==> src/hw/sgad_pkg.sv <==
// package for the serial gate and azimuth downloader
// assumes one 25 MHz clock domain and a byte-wide character link
package sgad_pkg;

    // ==========================================================
    // character codes and counts
    localparam logic [7:0] GATE_SELECT_CHAR = 8'h20;
    localparam logic [7:0] ACK_CHAR         = 8'h06;
    localparam logic [3:0] GATE_BYTES       = 4'hC;
    localparam logic [3:0] AZ_CHARS         = 4'h4;
    localparam logic [3:0] ASCII_DIGIT_HI   = 4'h3;
    localparam logic [1:0] SLEW_TO_HOST_AZ  = 2'h2;
    localparam logic [1:0] SLEW_IDLE        = 2'h0;
    localparam int         FIFO_DEPTH       = 4;
    localparam int         FIFO_WIDTH       = 8;

    // byte positions within a gate download (1-based)
    localparam logic [3:0] POS_ADDR_LO = 4'h2;
    localparam logic [3:0] POS_DATA_LO = 4'h5;
    localparam logic [3:0] POS_DATA_HI = 4'hA;

    // ==========================================================
    // types
    typedef enum logic [1:0] {
        SGAD_IDLE,
        SGAD_GATE,
        SGAD_AZ,
        SGAD_ACK
    } sgad_state_t;

    typedef struct packed {
        logic       is_cmd;
        logic [7:0] addr_hi;
        logic [7:0] addr_lo;
        logic [7:0] data;
    } sgad_chip_wr_t;

    typedef struct packed {
        sgad_state_t   state;
        logic [3:0]    count;
        logic [7:0]    addr_hi;
        logic [7:0]    addr_lo;
        logic [15:0]   az_buf;
        logic [15:0]   az_store;
        logic [1:0]    slew_flag;
        logic          wr_valid;
        sgad_chip_wr_t wr;
        logic          ack_valid;
    } sgad_regs_t;

    typedef struct packed {
        logic [1:0] rd_ptr;
        logic [1:0] wr_ptr;
        logic [2:0] level;
        logic [3:0][7:0] mem;
    } sgad_fifo_t;

endpackage

==> src/hw/sgad_top.sv <==
// serial gate and azimuth downloader, with its input fifo
// assumes host characters arrive as valid/ready bytes on clk_in
`timescale 1ns/1ps

module sgad_fifo #(
    parameter int WIDTH = 8,
    parameter int DEPTH = 4
) (
    // clock and reset
    input  wire logic             clk_in,
    input  wire logic             rst_b_in,
    // fill side
    input  wire logic             in_valid_in,
    output logic                  in_ready_out,
    input  wire logic [WIDTH-1:0] in_data_in,
    // drain side
    output logic                  out_valid_out,
    input  wire logic             out_ready_in,
    output logic [WIDTH-1:0]      out_data_out
);
    localparam int AW = $clog2(DEPTH);

    // fifo state, one word
    typedef struct packed {
        logic [DEPTH-1:0][WIDTH-1:0] mem;
        logic [AW-1:0]               rd;
        logic [AW-1:0]               wr;
        logic [AW:0]                 level;
    } sgad_fifo_state_t;

    sgad_fifo_state_t f_reg;
    sgad_fifo_state_t f_next;
    logic             push;
    logic             pop;

    assign in_ready_out  = (f_reg.level != (AW+1)'(DEPTH));
    assign out_valid_out = (f_reg.level != '0);
    assign out_data_out  = f_reg.mem[f_reg.rd];
    assign push = in_valid_in && in_ready_out;
    assign pop  = out_valid_out && out_ready_in;

    always_comb begin
        f_next = f_reg;
        if (push) begin
            f_next.mem[f_reg.wr] = in_data_in;
            f_next.wr            = f_reg.wr + AW'(1);
        end
        if (pop)
            f_next.rd = f_reg.rd + AW'(1);
        if (push && !pop)
            f_next.level = f_reg.level + (AW+1)'(1);
        else if (pop && !push)
            f_next.level = f_reg.level - (AW+1)'(1);
    end

    always_ff @(posedge clk_in) begin
        if (!rst_b_in) begin
            f_reg <= '0;
        end else begin
            f_reg <= f_next;
        end
    end

    // ==========================================================
    // checks
    // level within depth
    fifo_bound_a: assert property (
        @(posedge clk_in) disable iff (!rst_b_in)
        f_reg.level <= (AW+1)'(DEPTH))
        else $error("fifo level above depth");

    fifo_pass_a: assert property (
        @(posedge clk_in) disable iff (!rst_b_in)
        f_reg.level == '0 && push
        |=> out_valid_out && out_data_out == $past(in_data_in))
        else $error("fifo lost its first word");
endmodule

module sgad_top (
    // clock and reset
    input  wire logic                   clk_in,
    input  wire logic                   rst_b_in,
    // characters from host
    input  wire logic                   rx_valid_in,
    output logic                        rx_ready_out,
    input  wire logic [7:0]             rx_data_in,
    // acknowledge character to host
    output logic                        tx_valid_out,
    input  wire logic                   tx_ready_in,
    output logic [7:0]                  tx_data_out,
    // writes to the gate counter chip
    output logic                        chip_wr_valid_out,
    input  wire logic                   chip_wr_ready_in,
    output sgad_pkg::sgad_chip_wr_t     chip_wr_out,
    // antenna slew task interface
    output logic [15:0]                 host_azimuth_store_out,
    output logic [1:0]                  slew_request_flag_out,
    input  wire logic                   slew_flag_clear_in,
    // status
    output logic                        busy_out
);
    sgad_pkg::sgad_regs_t s_reg;
    sgad_pkg::sgad_regs_t s_next;
    logic                 f_valid;
    logic                 f_ready;
    logic [7:0]           f_data;
    logic                 take;

    // ==========================================================
    // input buffer
    sgad_fifo #(
        .WIDTH (sgad_pkg::FIFO_WIDTH),
        .DEPTH (sgad_pkg::FIFO_DEPTH)
    ) u_fifo (
        .clk_in        (clk_in),
        .rst_b_in      (rst_b_in),
        .in_valid_in   (rx_valid_in),
        .in_ready_out  (rx_ready_out),
        .in_data_in    (rx_data_in),
        .out_valid_out (f_valid),
        .out_ready_in  (f_ready),
        .out_data_out  (f_data)
    );

    // stall while a chip write or the ack is pending
    assign f_ready = (s_reg.state != sgad_pkg::SGAD_ACK)
                     && !(s_reg.wr_valid && !chip_wr_ready_in);
    assign take    = f_valid && f_ready;

    // ==========================================================
    // interpreter
    always_comb begin
        s_next = s_reg;
        if (s_reg.wr_valid && chip_wr_ready_in)
            s_next.wr_valid = 1'b0;
        if (slew_flag_clear_in)
            s_next.slew_flag = sgad_pkg::SLEW_IDLE;
        case (s_reg.state)
            sgad_pkg::SGAD_IDLE: begin
                if (take) begin
                    s_next.count = 4'h1;
                    if (f_data == sgad_pkg::GATE_SELECT_CHAR) begin
                        s_next.addr_hi = f_data;
                        s_next.state   = sgad_pkg::SGAD_GATE;
                    end else begin
                        s_next.count = 4'h0;
                        s_next.state = sgad_pkg::SGAD_AZ;
                    end
                end
            end
            sgad_pkg::SGAD_GATE: begin
                if (take) begin
                    s_next.count = s_reg.count + 4'h1;
                    if (s_next.count == sgad_pkg::POS_ADDR_LO) begin
                        s_next.addr_lo = f_data;
                    end else begin
                        s_next.wr_valid   = 1'b1;
                        s_next.wr.addr_hi = s_reg.addr_hi;
                        s_next.wr.data    = f_data;
                        if (s_next.count >= sgad_pkg::POS_DATA_LO &&
                            s_next.count <= sgad_pkg::POS_DATA_HI) begin
                            s_next.wr.is_cmd  = 1'b0;
                            s_next.wr.addr_lo = s_reg.addr_lo - 8'h01;
                        end else begin
                            s_next.wr.is_cmd  = 1'b1;
                            s_next.wr.addr_lo = s_reg.addr_lo;
                        end
                    end
                    if (s_next.count == sgad_pkg::GATE_BYTES) begin
                        s_next.state     = sgad_pkg::SGAD_ACK;
                        s_next.ack_valid = 1'b1;
                    end
                end
            end
            sgad_pkg::SGAD_AZ: begin
                if (take) begin
                    s_next.az_buf = {s_reg.az_buf[11:0], f_data[3:0]};
                    s_next.count  = s_reg.count + 4'h1;
                    if (s_next.count == sgad_pkg::AZ_CHARS) begin
                        s_next.az_store  = s_next.az_buf;
                        s_next.slew_flag = sgad_pkg::SLEW_TO_HOST_AZ;
                        s_next.state     = sgad_pkg::SGAD_ACK;
                        s_next.ack_valid = 1'b1;
                    end
                end
            end
            sgad_pkg::SGAD_ACK: begin
                if (tx_ready_in && !s_reg.wr_valid) begin
                    s_next.ack_valid = 1'b0;
                    s_next.state     = sgad_pkg::SGAD_IDLE;
                end else if (!s_reg.wr_valid) begin
                    s_next.ack_valid = 1'b1;
                end
            end
            default: s_next.state = sgad_pkg::SGAD_IDLE;
        endcase
    end

    always_ff @(posedge clk_in) begin
        if (!rst_b_in) begin
            s_reg <= '0;
        end else begin
            s_reg <= s_next;
        end
    end

    // ack waits until the last chip write is taken
    assign tx_valid_out           = s_reg.ack_valid && !s_reg.wr_valid;
    assign tx_data_out            = sgad_pkg::ACK_CHAR;
    assign chip_wr_valid_out      = s_reg.wr_valid;
    assign chip_wr_out            = s_reg.wr;
    assign host_azimuth_store_out = s_reg.az_store;
    assign slew_request_flag_out  = s_reg.slew_flag;
    assign busy_out = (s_reg.state != sgad_pkg::SGAD_IDLE);

    // ==========================================================
    // checks
    // gate selector decode
    sel_gate_a: assert property (
        @(posedge clk_in) disable iff (!rst_b_in)
        s_reg.state == sgad_pkg::SGAD_IDLE && take
        && f_data == sgad_pkg::GATE_SELECT_CHAR
        |=> s_reg.state == sgad_pkg::SGAD_GATE)
        else $error("gate selector not decoded");

    sel_az_a: assert property (
        @(posedge clk_in) disable iff (!rst_b_in)
        s_reg.state == sgad_pkg::SGAD_IDLE && take
        && f_data != sgad_pkg::GATE_SELECT_CHAR
        |=> s_reg.state == sgad_pkg::SGAD_AZ)
        else $error("azimuth selector not decoded");

    gate_len_a: assert property (
        @(posedge clk_in) disable iff (!rst_b_in)
        s_reg.state == sgad_pkg::SGAD_GATE && take
        && s_reg.count == sgad_pkg::GATE_BYTES - 4'h1
        |=> s_reg.state == sgad_pkg::SGAD_ACK)
        else $error("gate download not ended at byte twelve");

    addr_high_a: assert property (
        @(posedge clk_in) disable iff (!rst_b_in)
        chip_wr_valid_out
        |-> chip_wr_out.addr_hi == sgad_pkg::GATE_SELECT_CHAR)
        else $error("chip write high address not 20");

    data_reg_a: assert property (
        @(posedge clk_in) disable iff (!rst_b_in)
        chip_wr_valid_out && !chip_wr_out.is_cmd
        |-> chip_wr_out.addr_lo == s_reg.addr_lo - 8'h01)
        else $error("data write not at command address minus one");

    cmd_reg_a: assert property (
        @(posedge clk_in) disable iff (!rst_b_in)
        chip_wr_valid_out && chip_wr_out.is_cmd
        |-> chip_wr_out.addr_lo == s_reg.addr_lo)
        else $error("command write not at command address");

    wr_data_a: assert property (
        @(posedge clk_in) disable iff (!rst_b_in)
        s_reg.state == sgad_pkg::SGAD_GATE && take
        && s_reg.count >= sgad_pkg::POS_ADDR_LO
        |=> chip_wr_valid_out && chip_wr_out.data == $past(f_data))
        else $error("chip write data out of order");

    wr_hold_a: assert property (
        @(posedge clk_in) disable iff (!rst_b_in)
        chip_wr_valid_out && !chip_wr_ready_in
        |=> chip_wr_valid_out && $stable(chip_wr_out))
        else $error("chip write dropped or changed while stalled");

    slew_set_a: assert property (
        @(posedge clk_in) disable iff (!rst_b_in)
        s_reg.state == sgad_pkg::SGAD_AZ && take
        && s_reg.count == sgad_pkg::AZ_CHARS - 4'h1
        |=> slew_request_flag_out == sgad_pkg::SLEW_TO_HOST_AZ)
        else $error("slew flag not set to two");

    az_store_a: assert property (
        @(posedge clk_in) disable iff (!rst_b_in)
        s_reg.state == sgad_pkg::SGAD_AZ && take
        && s_reg.count == sgad_pkg::AZ_CHARS - 4'h1
        |=> host_azimuth_store_out == {$past(s_reg.az_buf[11:0]),
                                       $past(f_data[3:0])})
        else $error("azimuth store wrong");

    ack_wait_a: assert property (
        @(posedge clk_in) disable iff (!rst_b_in)
        s_reg.state == sgad_pkg::SGAD_ACK && !chip_wr_valid_out
        |-> tx_valid_out && tx_data_out == sgad_pkg::ACK_CHAR)
        else $error("acknowledge missing after last write");

    ack_once_a: assert property (
        @(posedge clk_in) disable iff (!rst_b_in)
        tx_valid_out && tx_ready_in
        |=> !tx_valid_out && s_reg.state == sgad_pkg::SGAD_IDLE)
        else $error("acknowledge repeated");

    no_redec_a: assert property (
        @(posedge clk_in) disable iff (!rst_b_in)
        s_reg.state == sgad_pkg::SGAD_GATE && take
        |=> s_reg.state == sgad_pkg::SGAD_GATE
            || s_reg.state == sgad_pkg::SGAD_ACK)
        else $error("payload decoded as selector");
endmodule

==> config.mk <==
export PLATFORM = sky130hd
export DESIGN_NAME = sgad_top
export DESIGN_NICKNAME = d
export VERILOG_FILES = /design/src/hw/sgad_pkg.sv /design/src/hw/sgad_top.sv
export SDC_FILE = /design/constraint.sdc
export NUM_CORES = 1
export LEC_CHECK = 0
export BUFFER_PORTS_ARGS = -buffer_cell sky130_fd_sc_hd__buf_2
export CAP_MARGIN = 20
export CORE_MARGIN = 1
export CORE_UTILIZATION = 30
export DETAILED_ROUTE_END_ITERATION = 12
export PLACE_DENSITY = 0.46
export SLEW_MARGIN = 20
export SYNTH_ARGS = -nofsm -noshare
export SYNTH_HDL_FRONTEND = slang
export SYNTH_SLANG_ARGS = --single-unit
==> constraint.sdc <==
create_clock -name clk_in -period 4.4 [get_ports clk_in]
set_clock_uncertainty 0.15 [all_clocks]
set_input_delay 0.44 -clock clk_in [delete_from_list [all_inputs] [get_ports clk_in]]
set_output_delay 0.44 -clock clk_in [all_outputs]
set_load 0.01 [all_outputs]
==> results of run 1 <==
through the flow:
step | instance area [um2] | setup WS, ps
after CTS | 6290 | 1510
after global routing | 6310 | 1360
after floorplan | 5560 | 1920
final | 6310 | 1640
after detailed placement | 5660 | 1510
after global placement | 5660 | 1620
power by group:
group	switching [W]	leakage, nW	internal (W)	total (W)
sequential	0.0000920	0.955	0.00115	0.00124
clock	0.000492	0.303	0.000989	0.00148
combinational	0.000433	1.21	0.000291	0.000724
placed cells by master, fill, tap and decap left out, types with 3 or more instances in the layout:
| master | count |
|---|---|
| clkbuf_8 | 3 |
| nand2_1 | 104 |
| inv_1 | 15 |
| xor2_1 | 8 |
| nand2b_1 | 7 |
| nor2b_1 | 16 |
| and2_1 | 4 |
| buf_4 | 4 |
| a21boi_0 | 33 |
| nand4_1 | 3 |
| ha_1 | 15 |
| nand3_1 | 37 |
| conb_1 | 8 |
| bufinv_16 | 4 |
| dfxtp_1 | 118 |
| xnor2_1 | 4 |
| o211ai_1 | 3 |
| nor2_1 | 30 |
| a21oi_1 | 19 |
| clkbuf_1 | 3 |
| buf_2 | 60 |
| mux2i_1 | 27 |
| and3_1 | 8 |
| nor3_1 | 6 |
| mux4_2 | 8 |
| a21boi_1 | 26 |
| o21ai_0 | 12 |
| clkbuf_16 | 17 |
synth_stat cells, types with 2 or more instances:
library cell,count
mux2i_1,27
nand2_1,104
o211ai_1,3
mux4_2,8
and2_1,4
o211a_1,2
inv_1,15
dfxtp_1,118
buf_2,5
nand3_1,37
xor2_1,8
a21oi_1,19
o21ai_0,12
and3_1,8
or3_1,2
xnor2_1,4
nand4b_1,2
a311oi_1,2
nand2b_1,7
nand4_1,3
a21boi_1,26
conb_1,2
a21boi_0,33
nor2_1,30
buf_4,51
and3b_1,2
ha_1,15
nor2b_1,16
clkbuf_1,27
nor3_1,6
metal layers:
metal  up-vias  GRT usage  routed length, um
met2        78      0.227               6070
li1       2045          -                  -
met4         0     0.0604                181
met3        15     0.0406                544
met5         -          0                  0
met1      1924      0.184               6140
kinds of logic (layout without fill, tap and decap cells):
group           after synthesis  count (layout)  share of synthesized area
simple gates                230             230                      0.195
flops                       118             118                      0.426
compound gates              106             106                      0.135
buf+inv                     100             111                      0.105
mux                          35              35                     0.0813
fa+ha+maj                    16              16                     0.0375
xor+xnor                     12              12                     0.0190
other cells                   2               8                    0.00136
how the worst min path moves through the flow:
stage                             startpoint                  endpoint  slack (ps)  depth (start not counted)
floorplan           slew_request_flag_out[0]  slew_request_flag_out[0]         260                          2
global placement    slew_request_flag_out[0]  slew_request_flag_out[0]         270                          2
detailed placement  slew_request_flag_out[0]  slew_request_flag_out[0]         280                          2
CTS                       slew_flag_clear_in  slew_request_flag_out[0]          30                          2
global route              slew_flag_clear_in  slew_request_flag_out[0]          50                          2
finish                    slew_flag_clear_in  slew_request_flag_out[0]          50                          2
cell type report:
| type | count | area share |
|---|---|---|
| multi-input cells | 407 | 0.416 |
| clock buffers | 23 | 0.0757 |
| inverters | 15 | 0.00892 |
| repair buffers | 65 | 0.0567 |
| clock inverters | 8 | 0.0232 |
| flip-flops and latches | 118 | 0.374 |
| well taps | 229 | 0.0454 |
worst register-to-register path, delay by kind of cell (launching register included):
| kind | cells | cell delay (ps) |
|---|---|---|
| AND/OR/NAND/NOR | 4 | 1800 |
| flip-flops | 1 | 340 |
| adder cells (fa/ha/maj) | 1 | 250 |
| AO/OA/AOI/OAI | 1 | 80 |
==> results.toml, run 1 <==
[clocking]
htree_levels = 4
cts_tree = "yes"
cts-root-buf = "clkbuf_16"
clock_path_buffers = 2
post_cts_buffers = 0
cts_resized = 0
clk_transition_reported_paths_ps = 60
insertion_delay_ps = 420
cts_hold_buf = 0
cts_num_sinks = 118
cts_buffers = 17

[synthesis]
yosysSeqAreaShare = 0.426
yosys.area.top_type_share = 0.426
avgSynthCellArea_um2 = 8.95
synth_area_mm2 = 0.00554
synth-main-ff-cell = "dfxtp_1"
yosys_register_bits = 118
syn_inst = 619
async_flop_share = 0
synth.area.top_cells = "dfxtp_1 (43%), nand2_1 (7.0%), buf_4 (6.9%)"
synth.distinct_cells = 51
synth_warnings = 0
synth-edff-count = 0
synth.largest_area_cell = "dfxtp_1"

[setup_path]
cp_slowest_stage_delay_ps = 600
required_ps = 4510
crit_start = "s_reg[81]"
setup.worst_path.start_class = "flop"
crit_path_top_delay_cell = "nand3_1"
critPathKind = "reg2reg"
endpoint_kind = "flop"
worst_ep_arrival_time_ps = 2870
crit_family = "simple AND/OR/NAND/NOR gates"
worst-path-stages = 6
crit_end = "host_azimuth_store_out[15]"
crit_chain = "ha_1 -> nor3_2 -> and2_1 -> nand3_1 -> nand2_1 -> a21oi_1"
r2r-end = "host_azimuth_store_out[15]"
r2r_start = "s_reg[81]"
reg2reg_depth = 6
ff2ff_setup_slack_ps = 1640
crit_buf_inv = 0
path_max_fanout = 17

[global_route]
grt_pass1_wl_um = 20500
grt_max_degree = 88
gr-usage-all-layers = 0.144
antenna_found_initial = 0
grt-ovfl-total = 0
grt_pass1_vias = 3869

[placed_design]
hpwl_um = 8540
place_inst = 833
numPortBuffers = 60
gp_congestion = 0.752

[floorplan]
die_h_um = 138
die_w_um = 138
initial_core_util = 0.307
ios = 69
dieArea_mm2 = 0.0190
core_area_mm2 = 0.0180
row_count = 49

[sta]
fin_crit_sh = 0.628
finalCriticalPeriod_ps = 2760
finalHoldViolations = 0
tightest_slew_ps = 796
maxSlewHeadroom = 0.469
fin_hold_ws_ps = 53.0
fmax_ghz = 0.362
finalSetupViolCount = 0
fin_tns_setup_ps = 0
rsz0062_at_grt = "false"
finalMaxSlewViolations = 0

[cells_and_area]
n_antenna_cell = 0
areaGrowthSynthToFinish_pct = 14.0
ff_latch_area_mm2 = 0.00236
layout.cells.non_filler = 865
multiInputGateArea_mm2 = 0.00263
finish.utilization = 0.350
largest_reg_flops = 39
nFillCells = 1853
drive_gt1_frac = 0.168
nNetsFinal = 654

[pwr]
p_leak_nw = 2.46
ir_drop_mv = 0.266
powerDensity_mw_per_mm2 = 545
finalPower_w = 0.00344

[route]
firstDrtPassIters = 5
wire_per_inst_um = 14.9
vias = 4062
drtIter0Drc = 257
avgViaCountPerCell = 4.70
drc_errors = 0
ant_nets = 0
drt-total-wl_um = 12900

[run_status]
status = "finished, final reports clean"

[hold_path]
hp-class = "in2reg"

[run]
drv_cap = 0
No activity file was read; power rests on OpenSTA's default activity.
==> inputs of run 2 (changes only) <==
Settings changed: PLACE_DENSITY 0.46 to 0.47.
Clock period 4.4 ns to 2.5 ns, I/O delays scaled along.
==> run 2 against run 1 <==
Effect of this change: design area rose by 1.9%; worst hold slack got worse by 26 ps; fmax rose by 18%; die area did not move; flip-flop and latch count did not move; register-to-register slack got worse by 1500 ps; critical path depth rose by 3; critical path type unchanged.
==> results.toml, run 2 (synthesized netlist as in run 1, its figures left out) <==
[route]
drtIter0Drc = 207
avgViaCountPerCell = 4.61
wire_per_inst_um = 14.2
vias = 4074
ant_nets = 0
drt-total-wl_um = 12600
drc_errors = 0
firstDrtPassIters = 4

[sta]
rsz0062_at_grt = "false"
maxSlewHeadroom = 0.495
fin_hold_ws_ps = 26.9
finalSetupViolCount = 0
finalMaxSlewViolations = 0
tightest_slew_ps = 758
finalHoldViolations = 0
finalCriticalPeriod_ps = 2350
fmax_ghz = 0.426
fin_crit_sh = 0.938
fin_tns_setup_ps = 0

[floorplan]
core_area_mm2 = 0.0180
dieArea_mm2 = 0.0190
die_h_um = 138
ios = 69
die_w_um = 138
row_count = 49
initial_core_util = 0.307

[clocking]
insertion_delay_ps = 410
htree_levels = 4
clk_transition_reported_paths_ps = 50
cts_tree = "yes"
cts_num_sinks = 118
post_cts_buffers = 0
cts_buffers = 17
cts-root-buf = "clkbuf_16"
clock_path_buffers = 2

[cells_and_area]
drive_gt1_frac = 0.183
areaGrowthSynthToFinish_pct = 16.2
nNetsFinal = 672
n_antenna_cell = 0
finish.utilization = 0.357
largest_reg_flops = 39
ff_latch_area_mm2 = 0.00236
final_common_cell = "dfxtp_1"
multiInputGateArea_mm2 = 0.00264
final_cell_mix = "dfxtp_1 (117), nand2_1 (104), buf_2 (60), nand3_1 (37), a21boi_0 (33)"
nFillCells = 1869
design_area_mm2 = 0.00644

[hold_path]
hold_depth = 4
hp-class = "in2reg"

[pwr]
powerDensity_mw_per_mm2 = 905
p_leak_nw = 2.52
ir_drop_mv = 0.536

[placed_design]
numPortBuffers = 60
gp_congestion = 0.761
post_dp_cell_area_mm2 = 0.00576
hpwl_um = 8610

[setup_path]
crit_path_top_delay_cell = "dfxtp_1"
endpoint_kind = "flop"
critPathKind = "reg2reg"
setup.worst_path.start_class = "flop"
crit_buf_inv = 2
worst_ep_arrival_time_ps = 2530
reg2reg_depth = 9
crit_family = "adder cells"
cp_slowest_stage_delay_ps = 380
crit_chain = "ha_1 -> nor3_2 -> inv_1 -> ha_1 -> inv_1 -> fa_1 -> xor2_1 -> or3_1 -> a21boi_0"
path_max_fanout = 4
worst-path-stages = 9
required_ps = 2680

[run_status]
status = "finished, final reports clean"

[global_route]
grt_max_degree = 88
grt_pass1_vias = 3857
grt_pass1_wl_um = 20200
gr-usage-all-layers = 0.140
antenna_found_initial = 0
grt-ovfl-total = 0

[run]
drv_cap = 0
## run 2: power breakdown
part	switching [W]	internal, W	total (W)	leakage (nW)
Combinational	0.000798	0.000561	0.00136	1.29
Clock	0.000834	0.00149	0.00232	0.270
Sequential	0.000122	0.00202	0.00214	0.955
Total	0.00175	0.00407	0.00582	2.52
## run 2: what timing repair did
item | in CTS | in global routing
endpoints found under the hold margin | 28 | 0
hold buffers | 9 | 0
endpoints found under the setup margin | 0 | 7
gates resized for setup | 0 | 3
## run 2: final timing paths
kind / from / endpoint / slack, ps
min: chip_wr_ready_in / chip_wr_valid_out / 30
max reg2reg: s_reg[81] / u_fifo.f_reg[2] / 150
max: s_reg[81] / u_fifo.f_reg[2] / 150
min reg2reg: slew_request_flag_out[0] / slew_request_flag_out[0] / 280
## run 2: worst reg2reg max path: stages, from the launching register on
cell and delay (ps):
dfxtp_1 380, ha_1 240, nor3_2 70, inv_1 110, ha_1 200, inv_1 60, fa_1 380, xor2_1 180
or3_1 310, a21boi_0 170
## run 2: area by class of cell
cell class	instances	area share
Inverter	15	0.00875
Multi-Input combinational cell	407	0.410
Sequential cell	118	0.367
Clock buffer	24	0.0779
Tap cell	229	0.0445
Clock inverter	7	0.0109
Timing Repair Buffer	83	0.0809
## run 2: metrics by stage
stage,setup slack [ps],cells,total power (W)
after floorplan,23.9,625,0.00316
after global placement,245,843,0.00348
after detailed placement,120,843,0.00352
after CTS,121,883,0.00589
after global routing,5.50,883,0.00616
final,155,883,0.00582
## run 2: metal layers
layer / global-route usage / wire length, um / vias to the layer above
met2: 0.221 / 6000 / 76
met1: 0.181 / 5950 / 1909
met5: 0 / 0 / -
met4: 0.0610 / 145 / 0
met3: 0.0322 / 475 / 12
li1: - / - / 2077
==> inputs of run 3 (changes only) <==
Settings changed: BUFFER_PORTS_ARGS -buffer_cell sky130_fd_sc_hd__buf_2 to -buffer_cell sky130_fd_sc_hd__buf_4, CORE_UTILIZATION 30 to 26, PLACE_DENSITY 0.47 to 0.43.
==> run 3 against run 2 <==
Effect of this change: clock power rose by 9.1%; wire length rose by 4.3%; worst setup slack got worse by 7.1 ps; combinational power up 5%.
==> results.toml, run 3 (synthesized netlist as in run 1, its figures left out) <==
[clocking]
cts_buffers = 17
htree_levels = 4
cts-root-buf = "clkbuf_16"
cts_num_sinks = 118
insertion_delay_ps = 420
clock_path_buffers = 2
clk_transition_reported_paths_ps = 50
cts_tree = "yes"

[cells_and_area]
nFillCells = 2237
largest_reg_flops = 39
finish.utilization = 0.321
areaGrowthSynthToFinish_pct = 21.5
n_antenna_cell = 0
ff_latch_area_mm2 = 0.00236
multiInputGateArea_mm2 = 0.00264
nNetsFinal = 678
final_common_cell = "dfxtp_1"
drive_gt1_frac = 0.189
final_cell_mix = "dfxtp_1 (117), nand2_1 (104), buf_4 (77), nand3_1 (37), a21boi_0 (32)"

[sta]
finalCriticalPeriod_ps = 2350
fin_tns_setup_ps = 0
maxSlewHeadroom = 0.616
finalSetupViolCount = 0
rsz0062_at_grt = "false"
finalMaxSlewViolations = 0
setup_ws_ps = 148
fin_crit_sh = 0.941
tightest_slew_ps = 576
finalHoldViolations = 0
fmax_ghz = 0.425

[pwr]
pwr-share-seq = 0.352
clockPowerShare = 0.414
ir_drop_mv = 0.404
switching_power_w = 0.00179
combPwrFrac = 0.235
p_int_w = 0.00432
p_leak_nw = 2.58
powerDensity_mw_per_mm2 = 908
p_sw_frac = 0.294

[setup_path]
critPathKind = "in2reg"
reg2reg_depth = 9
crit_end = "u_fifo.f_reg[2]"
ff2ff_setup_slack_ps = 190
r2r_start = "u_fifo.f_reg[0]"
r2r-end = "u_fifo.f_reg[2]"
endpoint_kind = "flop"
worst_ep_arrival_time_ps = 2540
path_max_fanout = 2
cp_common_cell = "inv_1"
setup.worst_path.start_class = "primary input"
crit_start = "chip_wr_ready_in"
crit_chain = "dlygate4sd3_1 -> buf_4 -> nor2b_2 -> nor3_2 -> inv_1 -> ha_1 -> inv_1 -> fa_1 -> xor2_1 -> or3_1 -> a21boi_1"
required_ps = 2690
crit_path_top_delay_cell = "dlygate4sd3_1"
cp_slowest_stage_delay_ps = 530

[global_route]
grt_pass1_wl_um = 21500
grt_pass1_vias = 4025
gr-usage-all-layers = 0.127
antenna_found_initial = 0
grt_max_degree = 55
grt-ovfl-total = 0

[floorplan]
initial_core_util = 0.264
core_area_mm2 = 0.0210
row_count = 53
dieArea_mm2 = 0.0219
ios = 69
die_h_um = 148
die_w_um = 148

[route]
avgViaCountPerCell = 4.45
ant_nets = 0
drc_errors = 0
firstDrtPassIters = 4
wire_per_inst_um = 14.0
drt-total-wl_um = 13100
vias = 4159
drtIter0Drc = 248

[run]
drv_cap = 0

[placed_design]
hpwl_um = 9150
dp_slack_ps = 96.4
gp_congestion = 0.767
numPortBuffers = 60

[run_status]
status = "finished, final reports clean"

[hold_path]
min_from = "rst_b_in"
hp-class = "in2reg"
-- run 3: worst min path at each step --
stage / cells after the start / to
floorplan: 1 / slew_request_flag_out[0]
global placement: 2 / slew_request_flag_out[0]
detailed placement: 2 / slew_request_flag_out[0]
CTS: 3 / slew_request_flag_out[0]
global route: 3 / slew_request_flag_out[0]
finish: 3 / slew_request_flag_out[0]
-- run 3: final cells by class --
| class | count | area share |
|---|---|---|
| multi-input cells | 407 | 0.393 |
| flip-flops and latches | 118 | 0.351 |
| repair buffers | 89 | 0.107 |
| clock buffers | 22 | 0.0675 |
| well taps | 275 | 0.0511 |
| clock inverters | 9 | 0.0225 |
| inverters | 15 | 0.00836 |
-- run 3: metal layers --
layer,wire (um),GRT usage
met1,6310,0.165
met2,6180,0.202
met3,363,0.0312
met4,254,0.0531
met5,0,0
-- run 3: power groups by stage --
| stage | registers, W | clock network (W) | logic [W] |
|---|---|---|---|
| after detailed placement | 0.00218 | 0 | 0.00142 |
| after CTS | 0.00215 | 0.00259 | 0.00143 |
| after global placement | 0.00218 | 0 | 0.00137 |
| after floorplan | 0.00213 | 0 | 0.00102 |
| after global routing | 0.00217 | 0.00268 | 0.00158 |
| final | 0.00215 | 0.00253 | 0.00143 |
-- run 3: what timing repair did --
item	CTS	global route
hold buffers	10	0
setup buffers	0	0
endpoints found under the hold margin	35	0
setup endpoints to repair	0	8
resized for setup	0	6
-- run 3: critical path: cells and delay by family --
kind / cells / cell delay [ps]
buffers and inverters: 4 / 830
adder cells (fa/ha/maj): 2 / 570
AND/OR/NAND/NOR: 3 / 540
XOR/XNOR: 1 / 180
AO/OA/AOI/OAI: 1 / 160
-- run 3: per-stage QoR --
stage / area [um2] / total power, W / cells / hold slack [ps]
finish: 6730 / 0.00611 / 935 / 89.1
global route: 6730 / 0.00643 / 935 / 107
CTS: 6710 / 0.00617 / 935 / 72.0
detailed placement: 6010 / 0.00360 / 894 / 277
global placement: 6010 / 0.00355 / 894 / 274
floorplan: 5560 / 0.00316 / 625 / 177
